<file path="config.mk">
export PLATFORM = sky130hd
export DESIGN_NAME = ise_source_enable
export DESIGN_NICKNAME = d
export VERILOG_FILES = /design/src/design/ise_pkg.sv /design/src/design/ise_source_enable.sv
export SDC_FILE = /design/constraint.sdc
export NUM_CORES = 1
export LEC_CHECK = 0
export CORE_MARGIN = 2
export CORE_UTILIZATION = 60
export CTS_CLUSTER_DIAMETER = 40
export CTS_CLUSTER_SIZE = 14
export DETAILED_ROUTE_END_ITERATION = 16
export DONT_BUFFER_PORTS = 1
export GPL_TIMING_DRIVEN = 0
export PLACE_DENSITY_LB_ADDON = 0.25
export SYNTH_ARGS = -nofsm -noshare
export SYNTH_HDL_FRONTEND = slang
export SYNTH_SLANG_ARGS = --single-unit
</file>
<file path="constraint.sdc">
create_clock -name sys_clk -period 2.4 [get_ports sys_clk]
set_input_delay 0 -clock sys_clk [delete_from_list [all_inputs] [get_ports sys_clk]]
set_output_delay 0 -clock sys_clk [all_outputs]
set_load 0.01 [all_outputs]
</file>
<file path="src/design/ise_pkg.sv">
// Purpose: Constants for the interrupt source enable bank
// Assumes: APB slave, 32-bit data, one register per aligned word
// Notes: Printed offsets are word indices, byte address is index times four
package ise_pkg;
    localparam int ADDR_W = 12;
    localparam logic [9:0] EXT_EN_IDX = 10'h0D7;
    localparam logic [9:0] TMR_EN_IDX = 10'h0E7;
    localparam logic [11:0] EXT_EN_OFFS = {EXT_EN_IDX, 2'b00};
    localparam logic [11:0] TMR_EN_OFFS = {TMR_EN_IDX, 2'b00};
    localparam logic [11:0] GLOBAL_OFFS = 12'h100;
    localparam logic [11:0] STATUS_OFFS = 12'h104;
    localparam logic [11:0] MASK_OFFS = 12'h108;
    localparam int EXT_NUM = 6;
    localparam int TMR_NUM = 8;
    localparam int WDOG_POS = 0;
    localparam int WATCH_POS = 1;
    localparam int TBASE_POS = 2;
    localparam int PWM1_POS = 3;
    localparam int CAP1_POS = 6;
    localparam int GLOBAL_POS = 0;
    localparam logic [5:0] EXT_EN_RST = 6'h00;
    localparam logic [7:0] TMR_EN_RST = 8'h00;
    localparam logic [1:0] EXT_RSV_RST = 2'h0;
    localparam logic GLOBAL_RST = 1'b0;
    localparam logic [1:0] STATUS_RST = 2'h0;
    localparam logic [1:0] MASK_RST = 2'h0;
endpackage : ise_pkg

</file>
<file path="src/design/ise_source_enable.sv">
// Purpose: Per-source interrupt enable gate with APB register access
// Assumes: Request flags come from logic on sys_clk
// Notes: Status bit 0 = external group pass, bit 1 = timer group pass
//
// Operation
// - The external enable register holds enables 0 to 5, reset zero.
// - External enable bits 7 and 6 are reserved with no function.
// - Timer enable bit 0 gates the watchdog request, reset zero.
// - Timer enable bit 1 gates the watch timer request, reset zero.
// - Timer enable bit 2 gates the time-base request, reset zero.
// - Timer enable bits 3 to 5 gate PWM timers 1 to 3, reset zero.
// - Timer enable bits 6 and 7 gate capture timers 1 and 2.
// - Each source is masked alone, independent of its neighbours.
// - A cleared global enable blocks every request.
`timescale 1ns/1ps
`default_nettype none
module ise_source_enable (
    input wire logic sys_clk,
    input wire logic reset,
    input wire logic clkEn,
    input wire logic psel,
    input wire logic penable,
    input wire logic pwrite,
    input wire logic [11:0] paddr,
    input wire logic [31:0] pwdata,
    output logic [31:0] prdata,
    output logic pready,
    output logic pslverr,
    input wire logic [5:0] extReqFlag,
    input wire logic [7:0] tmrReqFlag,
    output logic [5:0] extReqPass,
    output logic [7:0] tmrReqPass,
    output logic irq
);
    // ----------------------------------------
    // Register storage
    // ----------------------------------------
    logic [5:0] extEn_q;
    logic [1:0] extRsv_q;
    logic [7:0] tmrEn_q;
    logic globalEn_q;
    logic [1:0] status_q;
    logic [1:0] mask_q;
    logic [31:0] prdata_q;
    logic pready_q;
    logic pslverr_q;
    logic [5:0] extPass_q;
    logic [7:0] tmrPass_q;
    logic irq_q;

    // ----------------------------------------
    // Bus decode
    // ----------------------------------------
    function automatic logic hit(input logic [11:0] a, input logic [11:0] o);
        hit = (a == o);
    endfunction : hit

    // Exact match on the byte address: unaligned or unknown is unmapped

    // Access phase takes one wait state: answer comes with pready next edge
    wire logic access = psel && penable && !pready_q && clkEn;
    wire logic wrAcc = access && pwrite;
    wire logic selExt = hit(paddr, ise_pkg::EXT_EN_OFFS);
    wire logic selTmr = hit(paddr, ise_pkg::TMR_EN_OFFS);
    wire logic selGlb = hit(paddr, ise_pkg::GLOBAL_OFFS);
    wire logic selSts = hit(paddr, ise_pkg::STATUS_OFFS);
    wire logic selMsk = hit(paddr, ise_pkg::MASK_OFFS);
    wire logic mapped = selExt | selTmr | selGlb | selSts | selMsk;
    wire logic [31:0] rdMux =
        selExt ? {24'h000000, extRsv_q, extEn_q} :
        selTmr ? {24'h000000, tmrEn_q} :
        selGlb ? {31'h00000000, globalEn_q} :
        selSts ? {30'h00000000, status_q} :
        selMsk ? {30'h00000000, mask_q} : 32'h00000000;

    // ----------------------------------------
    // Request gating
    // ----------------------------------------
    // Per-source AND gates
    wire logic [5:0] extGate;
    wire logic [7:0] tmrGate;
    for (genvar i = 0; i < ise_pkg::EXT_NUM; i++) begin : g_ext
        assign extGate[i] = extReqFlag[i] & extEn_q[i];
    end
    for (genvar i = 0; i < ise_pkg::TMR_NUM; i++) begin : g_tmr
        assign tmrGate[i] = tmrReqFlag[i] & tmrEn_q[i];
    end
    wire logic [5:0] extPass_d = globalEn_q ? extGate : 6'h00;
    wire logic [7:0] tmrPass_d = globalEn_q ? tmrGate : 8'h00;
    wire logic [1:0] evt = {|tmrPass_d, |extPass_d};
    // Status and mask only feed irq; they never touch the enables
    // Set wins over a write-one clear in the same cycle
    wire logic [1:0] w1c = (wrAcc && selSts) ? pwdata[1:0] : 2'h0;
    wire logic [1:0] status_d = (status_q & ~w1c) | evt;

    // ----------------------------------------
    // Registers
    // ----------------------------------------
    // External enables reset to zero
    always_ff @(posedge sys_clk or posedge reset) begin
        if (reset) begin
            extEn_q <= ise_pkg::EXT_EN_RST;
            extRsv_q <= ise_pkg::EXT_RSV_RST;
        end else if (wrAcc && selExt) begin
            extEn_q <= pwdata[5:0];
            extRsv_q <= pwdata[7:6];
        end
    end

    // Watch timer enable in bit 1
    // PWM enables in bits 3 to 5
    // Capture enables in bits 6 and 7
    always_ff @(posedge sys_clk or posedge reset) begin
        if (reset) begin
            tmrEn_q <= ise_pkg::TMR_EN_RST;
        end else if (wrAcc && selTmr) begin
            tmrEn_q <= pwdata[7:0];
        end
    end

    always_ff @(posedge sys_clk or posedge reset) begin
        if (reset) begin
            globalEn_q <= ise_pkg::GLOBAL_RST;
            mask_q <= ise_pkg::MASK_RST;
        end else if (wrAcc) begin
            if (selGlb) begin
                globalEn_q <= pwdata[ise_pkg::GLOBAL_POS];
            end
            if (selMsk) begin
                mask_q <= pwdata[1:0];
            end
        end
    end

    always_ff @(posedge sys_clk or posedge reset) begin
        if (reset) begin
            status_q <= ise_pkg::STATUS_RST;
            extPass_q <= 6'h00;
            tmrPass_q <= 8'h00;
            irq_q <= 1'b0;
        end else if (clkEn) begin
            status_q <= status_d;
            extPass_q <= extPass_d;
            tmrPass_q <= tmrPass_d;
            // Next status, so a write-one clear drops irq one cycle sooner
            irq_q <= |(status_d & mask_q);
        end
    end

    always_ff @(posedge sys_clk or posedge reset) begin
        if (reset) begin
            prdata_q <= 32'h00000000;
            pready_q <= 1'b0;
            pslverr_q <= 1'b0;
        end else if (clkEn) begin
            pready_q <= access;
            pslverr_q <= access && !mapped;
            prdata_q <= (access && !pwrite) ? rdMux : 32'h00000000;
        end
    end

    assign prdata = prdata_q;
    assign pready = pready_q;
    assign pslverr = pslverr_q;
    assign extReqPass = extPass_q;
    assign tmrReqPass = tmrPass_q;
    assign irq = irq_q;

    // ----------------------------------------
    // Assertions
    // ----------------------------------------
    a_ext_gate: assert property (
        @(posedge sys_clk) disable iff (reset)
        clkEn |=> extReqPass == ($past(extReqFlag) & $past(extEn_q)
            & {6{$past(globalEn_q)}}))
        else $error("external pass mismatch");

    a_rsv_nofunc: assert property (
        @(posedge sys_clk) disable iff (reset)
        (clkEn && extRsv_q != $past(extRsv_q)) |=> extReqPass ==
            ($past(extReqFlag) & $past(extEn_q)
            & {6{$past(globalEn_q)}}))
        else $error("reserved bits affect gating");

    a_wdog_gate: assert property (
        @(posedge sys_clk) disable iff (reset)
        (clkEn && !tmrEn_q[ise_pkg::WDOG_POS])
            |=> !tmrReqPass[ise_pkg::WDOG_POS])
        else $error("watchdog passed while disabled");

    a_watch_gate: assert property (
        @(posedge sys_clk) disable iff (reset)
        (clkEn && globalEn_q && tmrEn_q[ise_pkg::WATCH_POS]
            && tmrReqFlag[ise_pkg::WATCH_POS])
            |=> tmrReqPass[ise_pkg::WATCH_POS])
        else $error("watch timer request lost");

    a_tbase_gate: assert property (
        @(posedge sys_clk) disable iff (reset)
        (clkEn && !tmrEn_q[ise_pkg::TBASE_POS])
            |=> !tmrReqPass[ise_pkg::TBASE_POS])
        else $error("time-base passed while disabled");

    a_pwm_gate: assert property (
        @(posedge sys_clk) disable iff (reset)
        clkEn |=> tmrReqPass[5:3] == ($past(tmrReqFlag[5:3])
            & $past(tmrEn_q[5:3]) & {3{$past(globalEn_q)}}))
        else $error("pwm pass mismatch");

    a_cap_gate: assert property (
        @(posedge sys_clk) disable iff (reset)
        clkEn |=> tmrReqPass[7:6] == ($past(tmrReqFlag[7:6])
            & $past(tmrEn_q[7:6]) & {2{$past(globalEn_q)}}))
        else $error("capture pass mismatch");

    a_global_block: assert property (
        @(posedge sys_clk) disable iff (reset)
        (clkEn && !globalEn_q) |=> (extReqPass == 6'h00
            && tmrReqPass == 8'h00))
        else $error("request passed with global off");

    a_enable_stable: assert property (
        @(posedge sys_clk) disable iff (reset)
        !(wrAcc && (selExt || selTmr)) |=> $stable(tmrEn_q)
            && $stable(extEn_q))
        else $error("enable changed without write");

    a_bus_answer: assert property (
        @(posedge sys_clk) disable iff (reset)
        (access && !mapped) |=> (pready && pslverr))
        else $error("unmapped access not flagged");

    a_source_indep: assert property (
        @(posedge sys_clk) disable iff (reset)
        clkEn |=> tmrReqPass[2:0] == ($past(tmrReqFlag[2:0])
            & $past(tmrEn_q[2:0]) & {3{$past(globalEn_q)}}))
        else $error("single timer source pass mismatch");

    a_ext_write: assert property (
        @(posedge sys_clk) disable iff (reset)
        (wrAcc && selExt) |=> extEn_q == $past(pwdata[5:0]))
        else $error("external enable write lost");

    a_tmr_write: assert property (
        @(posedge sys_clk) disable iff (reset)
        (wrAcc && selTmr) |=> tmrEn_q == $past(pwdata[7:0]))
        else $error("timer enable write lost");

    a_global_write: assert property (
        @(posedge sys_clk) disable iff (reset)
        (wrAcc && selGlb) |=> globalEn_q == $past(pwdata[0]))
        else $error("global enable write lost");

    a_clk_freeze: assert property (
        @(posedge sys_clk) disable iff (reset)
        !clkEn |=> $stable(extEn_q) && $stable(tmrEn_q)
            && $stable(globalEn_q) && $stable(status_q)
            && $stable(extReqPass) && $stable(tmrReqPass)
            && $stable(irq) && $stable(pready))
        else $error("state moved with clock enable low");

    a_status_set: assert property (
        @(posedge sys_clk) disable iff (reset)
        (clkEn && globalEn_q && (extReqFlag & extEn_q) != 6'h00)
            |=> status_q[0])
        else $error("external event not recorded");

    a_status_clear: assert property (
        @(posedge sys_clk) disable iff (reset)
        (wrAcc && selSts && pwdata[1] && !globalEn_q) |=> !status_q[1])
        else $error("timer status not cleared");

    a_irq_level: assert property (
        @(posedge sys_clk) disable iff (reset)
        clkEn |=> irq == ((status_q & $past(mask_q)) != 2'h0))
        else $error("interrupt level mismatch");

    a_ready_pulse: assert property (
        @(posedge sys_clk) disable iff (reset)
        (clkEn && pready) |=> !pready)
        else $error("ready held past one cycle");

    a_unmapped_zero: assert property (
        @(posedge sys_clk) disable iff (reset)
        (access && !mapped && !pwrite) |=> prdata == 32'h00000000)
        else $error("unmapped read returned data");

    a_ext_dis: assert property (
        @(posedge sys_clk) disable iff (reset)
        (clkEn && extEn_q == 6'h00) |=> extReqPass == 6'h00)
        else $error("external passed while all disabled");

    a_pwm_dis: assert property (
        @(posedge sys_clk) disable iff (reset)
        (clkEn && tmrEn_q[5:3] == 3'h0) |=> tmrReqPass[5:3] == 3'h0)
        else $error("pwm passed while disabled");

    a_cap_dis: assert property (
        @(posedge sys_clk) disable iff (reset)
        (clkEn && tmrEn_q[7:6] == 2'h0) |=> tmrReqPass[7:6] == 2'h0)
        else $error("capture passed while disabled");
endmodule : ise_source_enable
`default_nettype wire

</file>
# Word-level counts from Yosys, hierarchy flattened
# Cells that the tools add are included.
# op_classes
n_bitwise,22
reduce_logical,17
n_mux,9
eq_ne,5
# ops
cell,n
$eq 12x9->1 const B,3
$mux 8,4
$eq 12x10->1 const B,2
$and 1x1->1,14
$logic_and 1x1->1,9
$mux 2,4
$reduce_or 8->1,1
$mux 6,1
$reduce_or 6->1,1
$and 2x2->2,2
$or 1x1->1,4
$reduce_and 2->1,2
$logic_not 1->1,3
$not 2->2,1
$or 2x2->2,1
$reduce_or 2->1,1
# word_totals
output_inout_bits,49
register_bits,70
wordCells,65
in_bits,64

# Longest topological paths before layout
# Gate-level depths: netlist of run 1.
# logic_depth
word_depth,11
depth_mapped,7
mapped_depth_nobuf,5

# Worst setup path after synthesis of run 1
# No wires, ideal clock.
# synth_timing
path_kind,in2reg
start,in paddr[11]
end,reg tmrEn_q[0]
path_buffers,1
arrival_ns,2.015
t_required_ns,2.273
stages,6
setup_time_ns,0.127
path_slack_ns,0.257
path_cell_list,or4b_1 -> or4_4 -> nor3b_4 -> nor2b_1 -> buf_4 -> mux2_1
# synth_between
elab_chain_len,2
# synth_rtl
item,line_no,text
start: declaration,ise_source_enable.sv:24,"input wire logic [11:0] paddr,"
$eq 12x10->1,ise_source_enable.sv:55,hit = (a == o);
$logic_and 1x1->1,ise_source_enable.sv:116,end else if (wrAcc && selTmr) begin
end signal: assignment,ise_source_enable.sv:115,tmrEn_q <= ise_pkg::TMR_EN_RST;
end signal: assignment,ise_source_enable.sv:117,tmrEn_q <= pwdata[7:0];
end: declaration,ise_source_enable.sv:40,logic [7:0] tmrEn_q;
# Every way passes these cells.
# A chain may end at the register's enable or synchronous reset.

# Worst setup path after layout of run 1
# layout_timing
start,in paddr[11]
end,reg tmrEn_q[3]
# The elaborated chain is that of the path after synthesis.

==> flow_metrics.env, run 1 <==
export IMPL_crit_chain="or4b_1 > or4_4 > nor3b_4 > nor2b_1 > buf_4 > mux2_1"
export IMPL_slew_viol_final=0
export IMPL_clk_pin_slew_ns=0.09
export IMPL_ys_ff_latch=46
export IMPL_worst_slack_ns=0.326
export IMPL_insertion_delay_ns=0.31
export IMPL_critPathMaxFanout=10
export IMPL_start_kind="input port"
export IMPL_worst_slew_pin_slew_ns=0.507
export IMPL_synth_top_area_cell="dfrtp_1"
export IMPL_hold_class="input port to flop"
export IMPL_worstSetupEndpointType="flop"
export IMPL_leakagePower_nw=1.33
export IMPL_grt_overflow=0
export IMPL_async_flop_share_pct=100
export IMPL_path_buf_inv=1
export IMPL_cp_slowest_stage_delay_ns=0.53
export IMPL_drt_pre_antenna_iters=4
export IMPL_cp_slowest_cell="or4_4"
export IMPL_post_route_period_util_pct=86.4
export IMPL_tns_ns=0
export IMPL_finalNetCount=345
export IMPL_cp_arrival_ns=2.26
export IMPL_syn_area_per_cell_um2=10.4
export IMPL_antenna_cells=0
export IMPL_antenna_found_initial=0
export IMPL_skew_ns=0.00935
export IMPL_syn_cell_area_um2=2260
export IMPL_cap_viol_max_count=0
export IMPL_ys_top_cells_by_area="dfrtp_1 (51%), buf_4 (8.6%), mux2_1 (8.0%), o22ai_1 (5.5%), inv_1 (4.0%)"
export IMPL_vias=1788
export IMPL_postRouteAntennaNets=0
export IMPL_criticalPathCategory="input port to flop"
export IMPL_outcome="finished clean"
export IMPL_crit_family="simple AND/OR/NAND/NOR gates"
export IMPL_hold_viol_final=0
export IMPL_start_util_pct=62.3
export IMPL_die_area_um2=4280
export IMPL_post_cts_resized=0
export IMPL_drt_iter0_markers=154
export IMPL_grt_pass1_wl_mm=8.58
export IMPL_ir_drop_v=0.000451
export IMPL_coreArea_um2=3630
export IMPL_grt_usage_pct=27.5
export IMPL_synth_ff_type="dfrtp_1"
export IMPL_fin_crit_ns=2.07
export IMPL_relSlewSlack_pct=66.2
export IMPL_placed_area_um2=2430
export IMPL_wirelength_mm=5.31
export IMPL_hold_slack_ns=0.0560
export IMPL_synth_edf_count=0
export IMPL_yosys_warnings=0
export IMPL_place_hpwl_mm=3.54
export IMPL_wl_per_cell_um=16.1
export IMPL_drc=0
export IMPL_cts_sinks=46
export IMPL_area_delta_synth_final_pct=25.7
export IMPL_rsz0062_at_grt="false"
export IMPL_ctsHoldBuffers=32
export IMPL_post_place_ws_ns=0.0253
export IMPL_ys_types=32
export IMPL_grt_pass1_vias=1734
export IMPL_final_area_um2=2840
export IMPL_setup_viol=0
export IMPL_ys_seq_area_share_pct=50.9
export IMPL_drive_gt1_share_pct=15.2
export IMPL_fmax_ghz=0.482
export IMPL_power_mw=1.43
export IMPL_syn_inst=218
export IMPL_synth_top_area_share_pct=50.9
export IMPL_cts_tree="yes"
export IMPL_die_h_um=65.4
export IMPL_clk_root_buffer_cell="clkbuf_8"
export IMPL_post_cts_setup_buffers=0
export IMPL_cts_buffer_depth=2
export IMPL_die_x_um=65.4
export IMPL_vias_per_cell=5.42
export IMPL_grt_max_degree=35
export IMPL_pin_count=113
export IMPL_regToRegSetupSlack_ns=0.40
export IMPL_htreeDepth=2
export IMPL_cts_buffers_inserted=5
export IMPL_pwr_density_cell_nw_per_um2=502
export IMPL_required_ns=2.59
export IMPL_portBuffers=0
export IMPL_rows=22
export IMPL_globalplace_congestion=0.854
[layer usage]
layer,GRT usage (%),wire [um],up-vias
li1,-,-,831
met1,34.3,2080,861
met2,45.0,2670,84
met3,8.22,458,12
met4,10.9,101,0
met5,0,0,-
[Yosys cell counts (all sizes together) (3+ instances only)]
library cell  count
dfrtp            46
buf              26
inv              24
nand2            21
o22ai            20
mux2             19
a22oi             8
clkbuf            8
a21oi             6
o21ai             5
nor2              4
nor2b             4
nand2b            3
nand4             3
or4               3
[logic make-up after synthesis]
logic type	share of synthesized area, %
flip-flops	50.9
buffers and inverters	13.9
multiplexers	9.90
AO/OA/AOI/OAI	12.8
other	0.166
AND/OR/NAND/NOR	12.3
[placed cells by master (no fill, tap or decap), drive strengths merged, types with 4 or more instances in the layout]
cell type / instances
nand2: 21
conb: 24
nor2b: 4
dlygate4sd3: 32
a22oi: 8
buf: 27
nor2: 4
mux2: 19
dfrtp: 46
clkbuf: 13
a21oi: 6
inv: 25
o21ai: 5
o22ai: 20
[layout make-up]
class | instances | area, um2
clock inverter | 3 | 25.0
sequential | 46 | 1150
clock buffer | 5 | 68.8
multi-input combinational | 137 | 882
inverter | 24 | 90.1
timing repair buffer | 33 | 340
tap | 48 | 60.1
buffer | 34 | 225
fill | 242 | 791
[report_power, final]
part           internal, mW  switching, mW
Sequential            0.783        0.00857
Clock                 0.210          0.276
Combinational        0.0766         0.0726
[stage by stage]
step / cells / utilization, %
floorplan: 241 / -
global placement: 289 / 66.3
detailed placement: 290 / 66.8
CTS: 330 / 78.2
global route: 330 / 78.2
finish: 330 / 78.2
[path summary, 6_finish.rpt]
kind	from	to	cells after the start
setup / recovery	paddr[11]	tmrEn_q[3]	6
hold / removal	paddr[6]	prdata[3]	3
setup reg to reg	pready	mask_q[0]	5
hold reg to reg	extRsv_q[0]	extRsv_q[0]	1
max in group asynchronous	reset	status_q[1]	3
min in group asynchronous	reset	tmrReqPass[4]	2
[tightest hold or removal path: stages]
cell and delay, ns:
nor3b_4 0.06, a22oi_1 0.19, o22ai_1 0.08
[flip-flops by register name (all words and copies together) (netlist names)]
register and cells:
extEn_q 6, extReqPass 6, extRsv_q 2, globalEn_q 1, irq 1, mask_q 2, prdata 8, pready 1
pslverr 1, status_q 2, tmrEn_q 8, tmrReqPass 8
(Power assumes the default switching activity.)
==> run 2: changes to the inputs <==
==> constraint.sdc (replaced) <==
create_clock -name sys_clk -period 2.4 [get_ports sys_clk]
set_input_delay 0.36 -clock sys_clk [delete_from_list [all_inputs] [get_ports sys_clk]]
set_output_delay 0.36 -clock sys_clk [all_outputs]
set_load 0.01 [all_outputs]
==> flow_metrics.env, run 2 (same netlist as run 1, synthesis figures left out) <==
export IMPL_outcome="finished clean"
export IMPL_drt_iter0_markers=114
export IMPL_rsz0062_at_grt="false"
export IMPL_portBuffers=0
export IMPL_vias=1674
export IMPL_cp_arrival_ns=2.42
export IMPL_setup_viol=0
export IMPL_finalNetCount=317
export IMPL_final_cell_mix="dfrtp_1 (46), buf_4 (28), conb_1 (24)"
export IMPL_area_delta_synth_final_pct=14.1
export IMPL_die_h_um=65.4
export IMPL_relSlewSlack_pct=65.4
export IMPL_top_layer="met4"
export IMPL_grt_usage_pct=24.2
export IMPL_insertion_delay_ns=0.30
export IMPL_clk_root_buffer_cell="clkbuf_8"
export IMPL_postRouteAntennaNets=0
export IMPL_fin_crit_ns=2.23
export IMPL_layout_commonest_cell="dfrtp_1"
export IMPL_clk_pin_slew_ns=0.08
export IMPL_grt_max_degree=34
export IMPL_cts_sinks=46
export IMPL_rows=22
export IMPL_worstSetupEndpointType="flop"
export IMPL_criticalPathCategory="input port to flop"
export IMPL_cts_buffers_inserted=5
export IMPL_drt_pre_antenna_iters=4
export IMPL_start_util_pct=62.3
export IMPL_globalplace_congestion=0.861
export IMPL_antenna_cells=0
export IMPL_post_route_period_util_pct=92.8
export IMPL_leakagePower_nw=1.21
export IMPL_ir_drop_v=0.000405
export IMPL_post_place_ws_ns=-0.394
export IMPL_slew_viol_final=0
export IMPL_htreeDepth=2
export IMPL_routed_wl_met3_um=498
export IMPL_grt_overflow=0
export IMPL_worst_slew_pin_slew_ns=0.519
export IMPL_required_ns=2.59
export IMPL_die_area_um2=4280
export IMPL_die_x_um=65.4
export IMPL_cap_viol_max_count=0
export IMPL_skew_ns=0.00341
export IMPL_pin_count=113
export IMPL_cts_tree="yes"
export IMPL_cts_buffer_depth=2
export IMPL_place_hpwl_mm=3.71
export IMPL_start_kind="input port"
export IMPL_antenna_found_initial=0
export IMPL_hold_viol_final=0
export IMPL_fmax_ghz=0.449
export IMPL_grt_pass1_vias=1517
export IMPL_met2_length_mm=2.36
export IMPL_wirelength_mm=4.96
export IMPL_wl_met1_mm=2.02
export IMPL_power_mw=1.36
export IMPL_pwr_density_cell_nw_per_um2=528
export IMPL_drc=0
export IMPL_vias_per_cell=5.54
export IMPL_coreArea_um2=3630
export IMPL_grt_pass1_wl_mm=7.56
export IMPL_hold_class="input port to flop"
export IMPL_wl_per_cell_um=16.4
export IMPL_worst_slack_ns=0.173
export IMPL_drive_gt1_share_pct=20.9
export IMPL_critPathMaxFanout=8
-- run 2: critical path, stage by stage --
cell and delay, ns:
or4b_1 0.53, or4_4 0.54, nor3b_4 0.33, and2b_1 0.18
buf_6 0.17, mux2_4 0.31
-- run 2: path summary, 6_finish.rpt --
| path | endpoint | slack, ns | cells past startpoint | start |
|---|---|---|---|---|
| min | tmrEn_q[1] | 0.19 | 1 | pwdata[1] |
| max | extEn_q[4] | 0.17 | 6 | paddr[11] |
| min in group asynchronous | extReqPass[1] | 0.45 | 2 | reset |
| max in group asynchronous | extRsv_q[0] | 1.49 | 3 | reset |
| min reg2reg | extRsv_q[1] | 0.52 | 1 | extRsv_q[1] |
| max reg2reg | mask_q[0] | 0.32 | 5 | pready |
-- run 2: cell type report --
cell class / instances / area [um2]
Clock inverter: 2 / 13.8
Timing Repair Buffer: 5 / 52.6
Tap cell: 48 / 60.1
Clock buffer: 6 / 72.6
Buffer: 34 / 229
Inverter: 24 / 90.1
Multi-Input combinational cell: 137 / 912
Sequential cell: 46 / 1150
Fill cell: 301 / 1050
-- run 2: power breakdown --
group | leakage, nW | switching (mW) | internal (mW)
sequential | 0.633 | 0.00916 | 0.783
clock | 0.0452 | 0.257 | 0.206
combinational | 0.529 | 0.0617 | 0.0476
-- run 2: layer usage --
metal / up-vias / GRT usage [%]
li1: 781 / -
met1: 810 / 32.3
met2: 76 / 38.0
met3: 7 / 7.19
met4: 0 / 8.33
met5: - / 0
-- run 2: stage by stage --
step | util (%) | instance area, um2 | TNS, ns | std cells | hold WS, ns
after floorplan | - | 2380 | -1.45 | 241 | 0.481
after detailed placement | 67.8 | 2460 | -5.68 | 290 | 0.211
after global placement | 67.2 | 2440 | -4.92 | 289 | 0.495
after CTS | 70.6 | 2570 | 0 | 300 | 0.184
after global routing | 71.0 | 2580 | 0 | 302 | 0.174
final | 71.0 | 2580 | 0 | 302 | 0.190
-- run 2: what timing repair did --
item,CTS,global route
buffers inserted,1,2
hold endpoints to repair,13,0
setup endpoints to repair,8,8
hold buffers,1,0
pin swaps,1,1
cloned,0,0
gates resized for setup,0,0
==> run 3: changes to the inputs <==
==> constraint.sdc (replaced) <==
create_clock -name sys_clk -period 2.4 [get_ports sys_clk]
set_input_delay 0.24 -clock sys_clk [delete_from_list [all_inputs] [get_ports sys_clk]]
set_output_delay 0.24 -clock sys_clk [all_outputs]
set_load 0.01 [all_outputs]
==> flow_metrics.env, run 3 (same netlist as run 1, synthesis figures left out) <==
export IMPL_grt_pass1_vias=1534
export IMPL_post_route_period_util_pct=94.9
export IMPL_outcome="finished clean"
export IMPL_cap_viol_max_count=0
export IMPL_htreeDepth=2
export IMPL_grt_pass1_wl_mm=7.40
export IMPL_die_h_um=65.4
export IMPL_area_delta_synth_final_pct=11.9
export IMPL_wirelength_mm=4.56
export IMPL_fillCellCount=292
export IMPL_wl_per_cell_um=15.3
export IMPL_post_route_util_pct=69.7
export IMPL_coreArea_um2=3630
export IMPL_insertion_delay_ns=0.31
export IMPL_post_cts_resized=0
export IMPL_die_x_um=65.4
export IMPL_drt_iter0_markers=67
export IMPL_postRouteAntennaNets=0
export IMPL_cp_arrival_ns=2.48
export IMPL_ir_drop_v=0.000377
export IMPL_drt_pre_antenna_iters=6
export IMPL_clk_pin_slew_ns=0.09
export IMPL_grt_overflow=0
export IMPL_holdCritStartpoint="pwdata[3]"
export IMPL_antenna_found_initial=0
export IMPL_die_area_um2=4280
export IMPL_antenna_cells=0
export IMPL_hold_viol_final=0
export IMPL_power_mw=1.39
export IMPL_pwr_density_cell_nw_per_um2=548
export IMPL_skew_ns=0.00768
export IMPL_finalNetCount=314
export IMPL_crit_chain="or4b_1 > or4_4 > nor3b_4 > and2b_1 > buf_4 > mux2_1"
export IMPL_cts_sinks=46
export IMPL_cp_slowest_cell="or4_4"
export IMPL_crit_family="simple AND/OR/NAND/NOR gates"
export IMPL_cp_slowest_stage_delay_ns=0.54
export IMPL_portBuffers=0
export IMPL_grt_usage_pct=23.5
export IMPL_regToRegSetupSlack_ns=0.35
export IMPL_drive_gt1_share_pct=17.1
export IMPL_critPathMaxFanout=10
export IMPL_final_cell_mix="dfrtp_1 (46), buf_4 (26), conb_1 (24)"
export IMPL_r2r_end="mask_q[1]"
export IMPL_worstSetupEndpointType="flop"
export IMPL_vias_per_cell=5.33
export IMPL_slew_viol_final=0
export IMPL_min_to="extEn_q[3]"
export IMPL_whs_path_depth=1
export IMPL_clk_root_buffer_cell="clkbuf_8"
export IMPL_ff2ff_path_depth=5
export IMPL_fin_crit_ns=2.28
export IMPL_cts_buffer_depth=2
export IMPL_r2r_start="pready"
export IMPL_cts_tree="yes"
export IMPL_pin_count=113
export IMPL_vias=1595
export IMPL_fmax_ghz=0.439
export IMPL_hold_class="input port to flop"
export IMPL_required_ns=2.60
export IMPL_globalplace_congestion=0.854
export IMPL_layout_commonest_cell="dfrtp_1"
export IMPL_cts_buffers_inserted=5
export IMPL_setup_viol=0
export IMPL_leakagePower_nw=1.19
export IMPL_rsz0062_at_grt="false"
export IMPL_start_kind="input port"
export IMPL_path_buf_inv=1
export IMPL_rows=22
export IMPL_drc=0
export IMPL_criticalPathCategory="input port to flop"
export IMPL_place_hpwl_mm=3.54
export IMPL_start_util_pct=62.3
export IMPL_grt_max_degree=35
-- run 3: cell count changes in the layout (fill, tap and decap cells not counted) --
| cell | previous run | this run |
|---|---|---|
| buf_4 | 28 | 26 |
| buf_6 | 1 | 0 |
| clkbuf_1 | 9 | 8 |
| clkinv_2 | 1 | 0 |
| clkinvlp_4 | 0 | 1 |
| inv_6 | 0 | 1 |
| mux2_1 | 8 | 16 |
| mux2_4 | 8 | 0 |
-- run 3: layer usage --
| metal | vias up | global-route usage (%) | wire length [um] |
|---|---|---|---|
| li1 | 770 | - | - |
| met1 | 751 | 31.9 | 1940 |
| met2 | 65 | 35.5 | 2140 |
| met3 | 9 | 7.53 | 399 |
| met4 | 0 | 9.11 | 90 |
| met5 | - | 0 | 0 |
-- run 3: worst max-delay path by stage --
stage | cells after the start | start | slack [ns] | end
4_1_cts | 6 | paddr[11] | 0.12 | extRsv_q[1]
3_5_place_dp | 6 | paddr[11] | -0.21 | extRsv_q[1]
5_1_grt | 6 | paddr[11] | 0.02 | tmrEn_q[0]
3_3_place_gp | 6 | paddr[11] | -0.18 | tmrEn_q[4]
2_1_floorplan | 6 | paddr[11] | 0.02 | tmrEn_q[0]
6_report | 6 | paddr[11] | 0.12 | extRsv_q[1]
-- run 3: per-stage QoR --
step | setup WS, ns | area, um2 | cells | hold WS, ns | TNS [ns]
floorplan | 0.0174 | 2350 | 241 | 0.375 | 0
global placement | -0.183 | 2410 | 289 | 0.376 | -2.86
detailed placement | -0.215 | 2430 | 290 | 0.0818 | -3.22
CTS | 0.116 | 2530 | 299 | 0.0494 | 0
global route | 0.0172 | 2530 | 299 | 0.0454 | 0
finish | 0.123 | 2530 | 299 | 0.0510 | 0
-- run 3: worst register-to-register path: cells and delay by family, from the launching register on --
kind | cells | cell delay [ns]
AND/OR/NAND/NOR | 3 | 0.95
buffers and inverters | 1 | 0.17
flip-flops | 1 | 0.43
multiplexers | 1 | 0.38
-- run 3: area by class of cell --
class,instances,area [um2],area share (%)
inverters,24,90.1,3.56
well taps,48,60.1,2.37
flip-flops and latches,46,1150,45.5
plain buffers,34,225,8.89
multi-input cells,137,882,34.8
clock buffers,5,68.8,2.72
repair buffers,2,30.0,1.19
clock inverters,3,25.0,0.988
-- run 3: power by group --
group          switching, mW  internal, mW  total [mW]
clock network          0.280         0.210       0.490
registers            0.00858         0.783       0.792
logic                 0.0601        0.0474       0.108
-- run 3: what timing repair did --
action                                  in CTS  in global routing
hold buffers                                 1                  0
endpoints found under the setup margin       0                  0
setup buffers                                0                  0
hold endpoints to repair                    12                  0
